<file path="src/rtl/brownout_map.svh">
`ifndef BROWNOUT_MAP_SVH
`define BROWNOUT_MAP_SVH

// byte addresses of the register words
`define OFS_POWER_CTRL   8'h00
`define OFS_IRQ_ENABLE   8'h04
`define OFS_RESET_SOURCE 8'h08
`define OFS_IRQ_STATUS   8'h0c
`define OFS_IRQ_MASK     8'h10
`define OFS_STATE        8'h14

// power control register fields
`define PMODE_MSB   1
`define PMODE_LSB   0
`define BOSEL_BIT   4
`define BO_OFF_BIT  5
`define PWR_WMASK   8'h33
`define PWR_RST     8'h00

// irq enable register fields
`define BO_IE_BIT   5
`define GLB_IE_BIT  7
`define IEN_WMASK   8'ha0
`define IEN_RST     8'h00

// reset source register fields
`define PO_FLG_BIT  4
`define BO_FLG_BIT  5

// interrupt status and mask layout
`define ST_BOIRQ    0
`define ST_BOEVT    1
`define ST_POEVT    2
`define ST_W        3
`define ST_RST      3'h0
`define MASK_RST    3'h1

// state register fields
`define SR_CFG      0
`define SR_ACTIVE   1
`define SR_BOLVL    2
`define SR_POLVL    3
`define SR_MODE_LSB 4

// bus responses
`define RESP_OKAY   2'h0
`define RESP_SLVERR 2'h2

`endif

</file>
<file path="src/rtl/brownout_pkg.sv">
package brownout_pkg;

  // power reduction modes, encoding as held in the field
  typedef enum logic [1:0] {
    MODE_NORMAL    = 2'h0,
    MODE_IDLE      = 2'h1,
    MODE_POWERDOWN = 2'h2,
    MODE_TOTAL_PD  = 2'h3
  } power_mode_t;

  typedef enum logic {
    WR_IDLE = 1'b0,
    WR_RESP = 1'b1
  } wr_state_t;

  typedef enum logic {
    RD_IDLE = 1'b0,
    RD_DATA = 1'b1
  } rd_state_t;

  // synchronised comparator levels
  typedef struct packed {
    logic poweron;
    logic brownout;
  } mon_t;

  // captured write request
  typedef struct packed {
    logic [7:0] addr;
    logic [7:0] data;
    logic       strb;
  } wr_req_t;

endpackage : brownout_pkg

</file>
<file path="src/rtl/level_sync.sv">
`timescale 1ns/1ps
module level_sync #(
  parameter int WIDTH = 2
) (
  input  wire logic             clk_sys,
  input  wire logic             reset,
  input  wire logic [WIDTH-1:0] async_in,
  output logic      [WIDTH-1:0] sync_out
);

  // two flops per bit; first stage feeds only the second
  genvar i;
  generate
    for (i = 0; i < WIDTH; i++) begin : g_bit
      logic meta_reg;
      logic hold_reg;
      always_ff @(posedge clk_sys) begin
        if (reset) begin
          meta_reg <= 1'b0;
          hold_reg <= 1'b0;
        end else begin
          meta_reg <= async_in[i];
          hold_reg <= meta_reg;
        end
      end
      // one writer per bit keeps the output vector single-driven
      assign sync_out[i] = hold_reg;
    end
  endgenerate

endmodule : level_sync

</file>
<file path="src/rtl/brownout_poweron_control.sv">
`timescale 1ns/1ps
`include "brownout_map.svh"
module brownout_poweron_control (
  input  wire logic                      clk_sys,
  input  wire logic                      reset,
  input  wire logic [7:0]                s_axi_awaddr,
  input  wire logic                      s_axi_awvalid,
  output logic                           s_axi_awready,
  input  wire logic [31:0]               s_axi_wdata,
  input  wire logic [3:0]                s_axi_wstrb,
  input  wire logic                      s_axi_wvalid,
  output logic                           s_axi_wready,
  output logic [1:0]                     s_axi_bresp,
  output logic                           s_axi_bvalid,
  input  wire logic                      s_axi_bready,
  input  wire logic [7:0]                s_axi_araddr,
  input  wire logic                      s_axi_arvalid,
  output logic                           s_axi_arready,
  output logic [31:0]                    s_axi_rdata,
  output logic [1:0]                     s_axi_rresp,
  output logic                           s_axi_rvalid,
  input  wire logic                      s_axi_rready,
  input  wire logic                      brownout_config_enable,
  input  wire logic                      brownout_detect_raw,
  input  wire logic                      poweron_detect_raw,
  output logic                           brownout_reset_req,
  output logic                           brownout_detect_active,
  output brownout_pkg::power_mode_t      power_mode,
  output logic                           mode_idle,
  output logic                           mode_powerdown,
  output logic                           mode_total_powerdown,
  output logic                           irq
);

  // register state
  logic [7:0]             power_control_register;
  logic [7:0]             irq_enable_register;
  logic                   brownout_flag;
  logic                   poweron_flag;
  logic [`ST_W-1:0]       status_reg;
  logic [`ST_W-1:0]       mask_reg;
  logic                   cfg_reg;
  logic                   cfg_loaded_reg;
  logic                   bo_prev_reg;
  logic                   po_prev_reg;
  brownout_pkg::mon_t     mon;

  // bus state
  brownout_pkg::wr_state_t wr_state_reg;
  brownout_pkg::wr_state_t wr_state_next;
  brownout_pkg::rd_state_t rd_state_reg;
  brownout_pkg::wr_req_t   req_reg;
  logic                    aw_held_reg;
  logic                    w_held_reg;

  // comparator levels cross into clk_sys before any use
  level_sync #(
    .WIDTH (2)
  ) u_sync (
    .clk_sys  (clk_sys),
    .reset    (reset),
    .async_in ({poweron_detect_raw, brownout_detect_raw}),
    .sync_out (mon)
  );

  // the strap is static, so one capture after reset is enough
  always_ff @(posedge clk_sys) begin
    if (reset) begin
      cfg_reg        <= 1'b0;
      cfg_loaded_reg <= 1'b0;
    end else if (!cfg_loaded_reg) begin
      cfg_reg        <= brownout_config_enable;
      cfg_loaded_reg <= 1'b1;
    end
  end

  // field views
  brownout_pkg::power_mode_t mode_field;
  wire bo_select   = power_control_register[`BOSEL_BIT];
  wire bo_pd       = power_control_register[`BO_OFF_BIT];
  wire bo_irq_en   = irq_enable_register[`BO_IE_BIT];
  wire glb_irq_en  = irq_enable_register[`GLB_IE_BIT];
  assign mode_field =
    brownout_pkg::power_mode_t'(power_control_register[`PMODE_MSB:`PMODE_LSB]);

  // detection gating: strap, mode and power-down bit
  wire not_total   = (mode_field != brownout_pkg::MODE_TOTAL_PD);
  wire detect_on   = cfg_reg && not_total && !bo_pd;

  // events on rising synchronised levels; the reset request follows the brownout level
  wire bo_event    = detect_on && mon.brownout && !bo_prev_reg;
  wire po_event    = mon.poweron && !po_prev_reg;
  wire bo_reset    = detect_on && mon.brownout && !bo_select;
  wire bo_irq_evt  = bo_event && bo_select && bo_irq_en && glb_irq_en;

  always_ff @(posedge clk_sys) begin
    if (reset) begin
      bo_prev_reg <= 1'b0;
      po_prev_reg <= 1'b0;
    end else begin
      bo_prev_reg <= mon.brownout;
      po_prev_reg <= mon.poweron;
    end
  end

  // write channel: address and data may arrive in either order
  wire aw_take  = s_axi_awvalid && s_axi_awready;
  wire w_take   = s_axi_wvalid && s_axi_wready;
  wire wr_fire  = (wr_state_reg == brownout_pkg::WR_IDLE) && aw_held_reg && w_held_reg;
  wire b_done   = s_axi_bvalid && s_axi_bready;
  wire aw_hnext = (aw_held_reg || aw_take) && !b_done;
  wire w_hnext  = (w_held_reg || w_take) && !b_done;

  always_comb begin
    wr_state_next = wr_state_reg;
    unique case (wr_state_reg)
      brownout_pkg::WR_IDLE: begin
        if (wr_fire) begin
          wr_state_next = brownout_pkg::WR_RESP;
        end
      end
      brownout_pkg::WR_RESP: begin
        if (b_done) begin
          wr_state_next = brownout_pkg::WR_IDLE;
        end
      end
    endcase
  end

  // write address decode
  wire sel_pwr    = (req_reg.addr == `OFS_POWER_CTRL);
  wire sel_ien    = (req_reg.addr == `OFS_IRQ_ENABLE);
  wire sel_rsrc   = (req_reg.addr == `OFS_RESET_SOURCE);
  wire sel_stat   = (req_reg.addr == `OFS_IRQ_STATUS);
  wire sel_mask   = (req_reg.addr == `OFS_IRQ_MASK);
  wire sel_state  = (req_reg.addr == `OFS_STATE);
  wire wr_hit     = sel_pwr || sel_ien || sel_rsrc || sel_stat || sel_mask || sel_state;
  wire wr_lane    = wr_fire && req_reg.strb;
  wire we_pwr     = wr_lane && sel_pwr;
  wire we_ien     = wr_lane && sel_ien;
  wire we_rsrc    = wr_lane && sel_rsrc;
  wire we_stat    = wr_lane && sel_stat;
  wire we_mask    = wr_lane && sel_mask;

  // software clears a flag by writing 0 to its bit
  wire bo_flag_clear = we_rsrc && !req_reg.data[`BO_FLG_BIT];
  wire po_flag_clear = we_rsrc && !req_reg.data[`PO_FLG_BIT];
  wire bo_flag_set   = bo_event || (po_event && cfg_reg);

  // event vector for the sticky status word
  logic [`ST_W-1:0] st_set;
  assign st_set[`ST_BOIRQ] = bo_irq_evt;
  assign st_set[`ST_BOEVT] = bo_event;
  assign st_set[`ST_POEVT] = po_event;
  wire [`ST_W-1:0] st_clr  = we_stat ? req_reg.data[`ST_W-1:0] : `ST_RST;

  always_ff @(posedge clk_sys) begin
    if (reset) begin
      wr_state_reg  <= brownout_pkg::WR_IDLE;
      aw_held_reg   <= 1'b0;
      w_held_reg    <= 1'b0;
      req_reg       <= '0;
      s_axi_awready <= 1'b0;
      s_axi_wready  <= 1'b0;
      s_axi_bvalid  <= 1'b0;
      s_axi_bresp   <= `RESP_OKAY;
    end else begin
      wr_state_reg  <= wr_state_next;
      aw_held_reg   <= aw_hnext;
      w_held_reg    <= w_hnext;
      if (aw_take) begin
        req_reg.addr <= s_axi_awaddr;
      end
      if (w_take) begin
        req_reg.data <= s_axi_wdata[7:0];
        req_reg.strb <= s_axi_wstrb[0];
      end
      // readies drop once a beat is held, so nothing is taken twice
      s_axi_awready <= !aw_hnext && (wr_state_next == brownout_pkg::WR_IDLE);
      s_axi_wready  <= !w_hnext && (wr_state_next == brownout_pkg::WR_IDLE);
      if (wr_fire) begin
        s_axi_bvalid <= 1'b1;
        s_axi_bresp  <= wr_hit ? `RESP_OKAY : `RESP_SLVERR;
      end else if (b_done) begin
        s_axi_bvalid <= 1'b0;
      end
    end
  end

  // control registers; power-down bit comes up 0
  always_ff @(posedge clk_sys) begin
    if (reset) begin
      power_control_register <= `PWR_RST;
      irq_enable_register    <= `IEN_RST;
      mask_reg               <= `MASK_RST;
    end else begin
      if (we_pwr) begin
        power_control_register <= req_reg.data & `PWR_WMASK;
      end
      if (we_ien) begin
        irq_enable_register <= req_reg.data & `IEN_WMASK;
      end
      if (we_mask) begin
        mask_reg <= req_reg.data[`ST_W-1:0];
      end
    end
  end

  // sticky flags: a set in the same cycle as a clear wins
  always_ff @(posedge clk_sys) begin
    if (reset) begin
      brownout_flag <= 1'b0;
      poweron_flag  <= 1'b0;
      status_reg    <= `ST_RST;
    end else begin
      brownout_flag <= bo_flag_set || (brownout_flag && !bo_flag_clear);
      poweron_flag  <= po_event || (poweron_flag && !po_flag_clear);
      status_reg    <= st_set | (status_reg & ~st_clr);
    end
  end

  // registered outputs toward the system
  always_ff @(posedge clk_sys) begin
    if (reset) begin
      brownout_reset_req     <= 1'b0;
      brownout_detect_active <= 1'b0;
      power_mode             <= brownout_pkg::MODE_NORMAL;
      mode_idle              <= 1'b0;
      mode_powerdown         <= 1'b0;
      mode_total_powerdown   <= 1'b0;
      irq                    <= 1'b0;
    end else begin
      brownout_reset_req     <= bo_reset;
      brownout_detect_active <= detect_on;
      power_mode             <= mode_field;
      mode_idle              <= (mode_field == brownout_pkg::MODE_IDLE);
      mode_powerdown         <= (mode_field == brownout_pkg::MODE_POWERDOWN);
      mode_total_powerdown   <= (mode_field == brownout_pkg::MODE_TOTAL_PD);
      irq                    <= |(status_reg & mask_reg);
    end
  end

  // read side: one outstanding read, data registered with the answer
  wire ar_take = s_axi_arvalid && s_axi_arready;
  wire r_done  = s_axi_rvalid && s_axi_rready;

  logic [7:0] rsrc_view;
  logic [7:0] state_view;
  always_comb begin
    rsrc_view = 8'h00;
    rsrc_view[`BO_FLG_BIT] = brownout_flag;
    rsrc_view[`PO_FLG_BIT] = poweron_flag;
    state_view = 8'h00;
    state_view[`SR_CFG]    = cfg_reg;
    state_view[`SR_ACTIVE] = detect_on;
    state_view[`SR_BOLVL]  = mon.brownout;
    state_view[`SR_POLVL]  = mon.poweron;
    state_view[`SR_MODE_LSB+1:`SR_MODE_LSB] = mode_field;
  end

  // read address decode
  wire rd_pwr   = (s_axi_araddr == `OFS_POWER_CTRL);
  wire rd_ien   = (s_axi_araddr == `OFS_IRQ_ENABLE);
  wire rd_rsrc  = (s_axi_araddr == `OFS_RESET_SOURCE);
  wire rd_stat  = (s_axi_araddr == `OFS_IRQ_STATUS);
  wire rd_mask  = (s_axi_araddr == `OFS_IRQ_MASK);
  wire rd_state = (s_axi_araddr == `OFS_STATE);
  wire rd_hit   = rd_pwr || rd_ien || rd_rsrc || rd_stat || rd_mask || rd_state;
  wire [7:0] rd_byte =
    ({8{rd_pwr}}   & power_control_register) |
    ({8{rd_ien}}   & irq_enable_register) |
    ({8{rd_rsrc}}  & rsrc_view) |
    ({8{rd_stat}}  & {5'h00, status_reg}) |
    ({8{rd_mask}}  & {5'h00, mask_reg}) |
    ({8{rd_state}} & state_view);

  always_ff @(posedge clk_sys) begin
    if (reset) begin
      rd_state_reg  <= brownout_pkg::RD_IDLE;
      s_axi_arready <= 1'b0;
      s_axi_rvalid  <= 1'b0;
      s_axi_rdata   <= 32'h00000000;
      s_axi_rresp   <= `RESP_OKAY;
    end else begin
      unique case (rd_state_reg)
        brownout_pkg::RD_IDLE: begin
          s_axi_arready <= !ar_take;
          if (ar_take) begin
            rd_state_reg <= brownout_pkg::RD_DATA;
            s_axi_rvalid <= 1'b1;
            s_axi_rdata  <= {24'h000000, rd_byte};
            s_axi_rresp  <= rd_hit ? `RESP_OKAY : `RESP_SLVERR;
          end
        end
        brownout_pkg::RD_DATA: begin
          if (r_done) begin
            rd_state_reg  <= brownout_pkg::RD_IDLE;
            s_axi_rvalid  <= 1'b0;
            s_axi_arready <= 1'b1;
          end
        end
      endcase
    end
  end
endmodule : brownout_poweron_control

</file>
<file path="config.mk">
export PLATFORM = sky130hd
export DESIGN_NAME = brownout_poweron_control
export DESIGN_NICKNAME = d
export VERILOG_FILES = /design/src/rtl/brownout_pkg.sv /design/src/rtl/level_sync.sv /design/src/rtl/brownout_poweron_control.sv
export VERILOG_INCLUDE_DIRS = /design/src /design/src/rtl
export SDC_FILE = /design/constraint.sdc
export NUM_CORES = 1
export LEC_CHECK = 0
export BUFFER_PORTS_ARGS = -buffer_cell sky130_fd_sc_hd__buf_2
export CORE_MARGIN = 4
export CORE_UTILIZATION = 51
export DETAILED_ROUTE_END_ITERATION = 10
export PLACE_DENSITY = 0.84
export SYNTH_ARGS = -nofsm -noshare
export SYNTH_HDL_FRONTEND = slang
export SYNTH_SLANG_ARGS = --single-unit
</file>
<file path="constraint.sdc">
create_clock -name clk_sys -period 2.43 [get_ports clk_sys]
set_input_delay 0.486 -clock clk_sys [delete_from_list [all_inputs] [get_ports clk_sys]]
set_output_delay 0.486 -clock clk_sys [all_outputs]
set_load 0.02 [all_outputs]
</file>
==> After elaboration in Yosys (flattened, before gate mapping) <==
Cells that the tools add are included.
{ "word_totals": {"output_inout_bits": 49, "elab_cells": 151, "reg_bits": 68, "inputBits": 62} }
{ "op_classes": {"n_reduce_logical": 64, "n_bitwise": 18, "eq_ne": 16, "n_mux": 17} }
{ "op_table": {"columns": ["op", "n"], "rows": [
  ["bitwise OR 8 bit", 5],
  ["equality test 8 x 4 -> 1 bit, second input constant", 4],
  ["equality test 8 x 5 -> 1 bit, second input constant", 4],
  ["logical AND 1 bit", 31],
  ["bitwise AND 8 x 6 -> 8 bit", 3],
  ["bitwise AND 8 x 3 -> 8 bit", 2],
  ["equality test 8 x 3 -> 1 bit, second input constant", 2],
  ["zero test 8 bit", 2],
  ["logical OR 1 bit", 15],
  ["zero test 1 bit", 12],
  ["two-way mux 1 bit", 10],
  ["bitwise AND 8 bit", 1],
  ["one-hot mux 1 bit (2 select lines)", 4],
  ["bitwise AND 3 bit", 2],
  ["equality test 2 bit, second input constant", 2],
  ["two-way mux 2 bit", 2],
  ["inequality test 2 bit, second input constant", 2],
  ["AND reduction 2 bit", 2],
  ["two-way mux 3 bit", 1],
  ["NOT 1 bit", 3],
  ["NOT 3 bit", 1],
  ["bitwise OR 3 bit", 1],
  ["OR reduction 3 bit", 1],
  ["equality test 2 x 1 -> 1 bit, second input constant", 1],
  ["2 further kinds", 2]
]} }

==> Longest topological paths before layout <==
{ "logic_depth": {"word_depth": 9, "ltp_mapped": 5, "ltp_nobuf": 4} }

==> Modules after synthesis <==
A second synthesis with hierarchy kept.
{ "hier_totals": {"cells_unflattened": 303, "hier_area_um2": 2691.3} }
{ "by_module_without_submodules": {"columns": ["mod", "area_per_inst_um2", "cells_per_inst", "instances"], "rows": [
  ["brownout_poweron_control", 2571.2, 293, 1],
  ["level_sync", 120.1, 10, 1]
]} }

==> Worst setup path after synthesis <==
No wires, ideal clock.
{ "synth_timing": {"path_kind": "input-to-reg", "from": "in s_axi_araddr[0]", "to": "reg s_axi_rdata[0]", "stages": 4, "arrival_ps": 1577, "path_buffers": 0, "t_required_ps": 2344, "slack_ps": 768, "setup_time_ps": 86, "path_cell_list": "or4_1 > nor2_2 > a31oi_1 > a211oi_1"} }
{ "synth_between": {"elab_chain_len": 7, "word_cells_on_any_way": 17, "cone_classes": "5 x eq/ne; 11 x bitwise; 1 x reduce/logical"} }
{ "synth_lines": {"columns": ["item", "line_no", "source"], "rows": [
  ["from (decl)", "brownout_poweron_control.sv:16", "input wire logic [7:0] s_axi_araddr,"],
  ["equality test 8 x 3 -> 1 bit (no source line) / zero test 8 bit (equally long branches)", null, null],
  ["bitwise AND 8 bit / bitwise AND 8 x 6 -> 8 bit (equally long branches)", "brownout_poweron_control.sv:271, brownout_poweron_control.sv:270", null],
  ["bitwise OR 8 bit", "brownout_poweron_control.sv:270", "({8{rd_pwr}} & power_control_register) |"],
  ["bitwise OR 8 bit", "brownout_poweron_control.sv:271", "({8{rd_ien}} & irq_enable_register) |"],
  ["bitwise OR 8 bit", "brownout_poweron_control.sv:272", "({8{rd_rsrc}} & rsrc_view) |"],
  ["bitwise OR 8 bit", "brownout_poweron_control.sv:273", "({8{rd_stat}} & {5'h00, status_reg}) |"],
  ["bitwise OR 8 bit (*)", "brownout_poweron_control.sv:274", "({8{rd_mask}} & {5'h00, mask_reg}) |"],
  ["to (signal assigned)", "brownout_poweron_control.sv:291", "s_axi_rdata <= {24'h000000, rd_byte};"],
  ["to (decl)", "brownout_poweron_control.sv:19", "output logic [31:0] s_axi_rdata,"]
]} }
Mark *: on every way between the ends. The rest lies on a longest branch, timed or not.
A chain may end at the register's enable or synchronous reset.

==> Worst setup path in the final report <==
{ "layout_timing": {"from": "reg req_reg[9] in the netlist's numbering", "to": "reg poweron_flag"} }
{ "layout_between": {"elab_chain_len": 6} }
{ "layout_lines": {"columns": ["item", "line_no", "source"], "rows": [
  ["from (decl)", "brownout_poweron_control.sv:52", "brownout_pkg::wr_req_t req_reg;"],
  ["equality test 8 x 4 -> 1 bit (no source line)", null, null],
  ["logical AND 1 bit", "brownout_poweron_control.sv:141", "wire we_rsrc = wr_lane && sel_rsrc;"],
  ["logical AND 1 bit", "brownout_poweron_control.sv:147", "wire po_flag_clear = we_rsrc && !req_reg.data[`PO_FLG_BIT];"],
  ["zero test 1 bit", "brownout_poweron_control.sv:217", "poweron_flag <= po_event || (poweron_flag && !po_flag_clear);"],
  ["logical AND 1 bit", "brownout_poweron_control.sv:217", null],
  ["logical OR 1 bit", "brownout_poweron_control.sv:217", null],
  ["to (signal assigned)", "brownout_poweron_control.sv:217", null],
  ["to (decl)", "brownout_poweron_control.sv:39", "logic poweron_flag;"]
]} }
Every way passes these cells.

==> run_results.csv <==
group,metric,value,unit
power_and_ir_drop,p_switching,0.000534,W
final_layout,drive_gt1_share,21.5,%
yosys,synth_cells,308,
cts,cts.htree.levels,3,
detailed_routing,totalWireLength,5.40,mm
detailed_routing,viasPerCell,5.04,
yosys,synth_edf_count,0,
cts,cts_setup_buffers,0,
job,cap_violations,0,
setup_path,timing.rr.start,"req_reg[9]",
timing,fin_worst_skew,0.00657,ns
cts,clock_latency,0.33,ns
floorplan,rows,26,
min_path,hold_class,"in2reg",
power_and_ir_drop,irDropWorstVdd,0.000361,V
final_layout,nNetsFinal,422,
yosys,synth_cell_type_count,44,
setup_path,path_max_fanout,5,
cts,post_cts_resized,0,
final_layout,n_antenna_cell,0,
grt,track_usage,17.8,%
final_layout,largest_reg_flops,15,
placed_design,place_inst,419,
placed_design,gp_congestion,0.899,
final_layout,stdcell_area,3080,µm²
power_and_ir_drop,leakage,1.26,nW
yosys,synthFlopType,"dfxtp_1",
yosys,seq_area_frac_synth,46.4,%
timing,setup_viol,0,
final_layout,finish.utilization,59.8,%
power_and_ir_drop,p_clk_share,34.8,%
timing,rsz0062_at_grt,"false",
grt,grt_max_degree,34,
detailed_routing,wire_per_inst,12.5,µm
timing,slew_viol_final,0,
setup_path,r2r-end,"poweron_flag",
floorplan,dieArea,6560,µm²
detailed_routing,drt_iter0_drc,121,
yosys,ys_ff_latch,63,
cts,cts_tree,"built",
yosys,syn_avg_cell_area,8.83,µm²
floorplan,fp.dieH,81.0,µm
setup_path,crit_buf_inv,0,
power_and_ir_drop,intPower,0.00151,W
setup_path,rrSetupSlack,0.77,ns
power_and_ir_drop,seqPwrFrac,54.2,%
cts,cts_buffers,9,
detailed_routing,drc,0,
yosys,ys_async_sr_fraction,0,%
detailed_routing,firstDrtPassIters,4,
detailed_routing,ant_nets,0,
grt,grt_overflow,0,
detailed_routing,num_vias,2184,
timing,fin_crit_sh,68.4,%
yosys,syn_area,2720,µm²
setup_path,end_kind,"register",
power_and_ir_drop,switching_share,26.2,%
placed_design,placed_cell_area,2930,µm²
run_status,status,"finished clean",
placed_design,port_buffers,54,
final_layout,fill_cells,473,
power_and_ir_drop,powerDensity,663,nW/µm²
timing,tightest_slew,0.668,ns
setup_path,worst_path_dominant_cell_family,"simple AND/OR/NAND/NOR gates",
setup_path,r2r_cells,4,
final_layout,layout.cells.non_filler,433,
setup_path,crit_chain,"or4b_4 -> or2_4 -> o31ai_1 -> a21oi_1",
timing,period_needed,1.66,ns
cts,cts_hold_buf,0,
floorplan,core-area,5140,µm²
cts,clkTransAtPathRegs,0.06,ns
setup_path,startpoint_type,"register",
grt,grt_pass1_wl,8.95,mm
power_and_ir_drop,totalPowerFinal,0.00204,W
floorplan,start_util,52.9,%
min_path,whs_endpoint,"s_axi_rvalid",
setup_path,max_stage_delay,0.58,ns
setup_path,cp.required,2.64,ns
setup_path,arrival,1.87,ns
min_path,hold_depth,2,
floorplan,die_x,81.0,µm
timing,fin_setup_tns,0,ns
power_and_ir_drop,power_frac_comb,11.0,%
floorplan,ios,111,
min_path,min_from,"s_axi_rready",
cts,clock_path_buffers,2,
grt,grt_pass1_vias,1957,
cts,clock-sinks,63,
placed_design,dpl.hpwl,4.03,mm
timing,fmaxAchievable,0.602,GHz
yosys,ys_warn_count,0,
setup_path,crit_slowest_cell,"or4b_4",
timing,relSlewSlack,54.3,%
final_layout,syn_to_final_growth,13.1,%
setup_path,crit_type,"reg2reg",
grt,antenna_found_initial,0,
cts,clock-root-buffer,"clkbuf_8",
timing,finalHoldViolCount,0,
-- stage by stage --
step / setup slack [ns] / hold WS (ns)
floorplan: 0.768 / 0.414
global placement: 0.579 / 0.420
detailed placement: 0.539 / 0.420
CTS: 0.763 / 0.348
global route: 0.682 / 0.354
finish: 0.768 / 0.362
-- per-layer routing --
layer | vias to the layer above | track usage [%] | share of wire [%]
met2 | 68 | 28.2 | 49
met5 | - | 0 | 0
met3 | 8 | 5.21 | 6.5
met1 | 989 | 22.2 | 43
met4 | 0 | 8.78 | 1.2
li1 | 1119 | - | -
-- cells by family after synthesis --
kind of cell / count (synthesis) / synth area share (%)
AOI/OAI and AO/OA: 65 / 14.0
buffers and inverters: 46 / 10.1
DFF: 63 / 46.4
muxes: 13 / 4.88
other: 1 / 0.138
and+or+nand+nor: 120 / 24.5
-- cell usage after synthesis (5+ instances only) --
cell type  number  area share (%)
dfxtp_1        63              46
nand2_1        48             6.6
a21oi_1        31             5.7
buf_4          27             7.5
nor2_1         16             2.2
nor2b_1        14             3.2
o21ai_0        14             2.6
clkbuf_1       11             1.5
mux2i_1        11             4.0
nand2b_1        6             1.4
nor3_1          6             1.1
inv_1           5            0.69
nand3b_1        5             1.4
-- power by group through the flow --
stage | Sequential (W) | Combinational, W | Clock (W)
detailed placement | 0.00113 | 0.000223 | 0
global route | 0.00111 | 0.000251 | 0.000780
floorplan | 0.00114 | 0.000183 | 0
finish | 0.00111 | 0.000224 | 0.000710
CTS | 0.00111 | 0.000224 | 0.000728
global placement | 0.00113 | 0.000219 | 0
-- cell type report --
class                           count  area, µm²  share of cell area [%]
Clock buffer                       12        135                    4.39
Clock inverter                      2       10.0                   0.325
Timing Repair Buffer               55        278                    9.03
Inverter                            6       22.5                   0.732
Sequential cell                    63       1260                    41.0
Multi-Input combinational cell    225       1280                    41.7
Tap cell                           70       87.6                    2.85
-- layout by cell type, fill, tap and decap left out, drive strengths merged, types with 2 or more instances in the layout --
master   synthesis  final
dfxtp           63     63
buf             29     55
nand2           48     48
a21oi           31     31
conb             1     27
nor2            17     17
o21ai           14     14
nor2b           14     14
clkbuf          11     12
mux2i           11     11
nor3             7      7
nand2b           6      6
inv              5      5
nand3b           5      5
a211oi           4      4
and2             4      4
nand4            4      4
o22ai            3      3
a2111oi          3      3
a31oi            3      3
nor4             3      3
o31ai            3      3
clkinv           1      3
or4b             2      2
mux2             2      2
or4              2      2
nand3            2      2
-- worst max path at each step --
stage / depth (start not counted) / to / start
2_1_floorplan: 4 / s_axi_rdata[0] / s_axi_araddr[0]
3_3_place_gp: 5 / s_axi_rdata[0] / s_axi_araddr[0]
3_5_place_dp: 5 / s_axi_rdata[0] / s_axi_araddr[0]
4_1_cts: 4 / poweron_flag / req_reg[9]
5_1_grt: 4 / poweron_flag / req_reg[9]
6_report: 4 / poweron_flag / req_reg[9]
(Power assumes the default switching activity.)
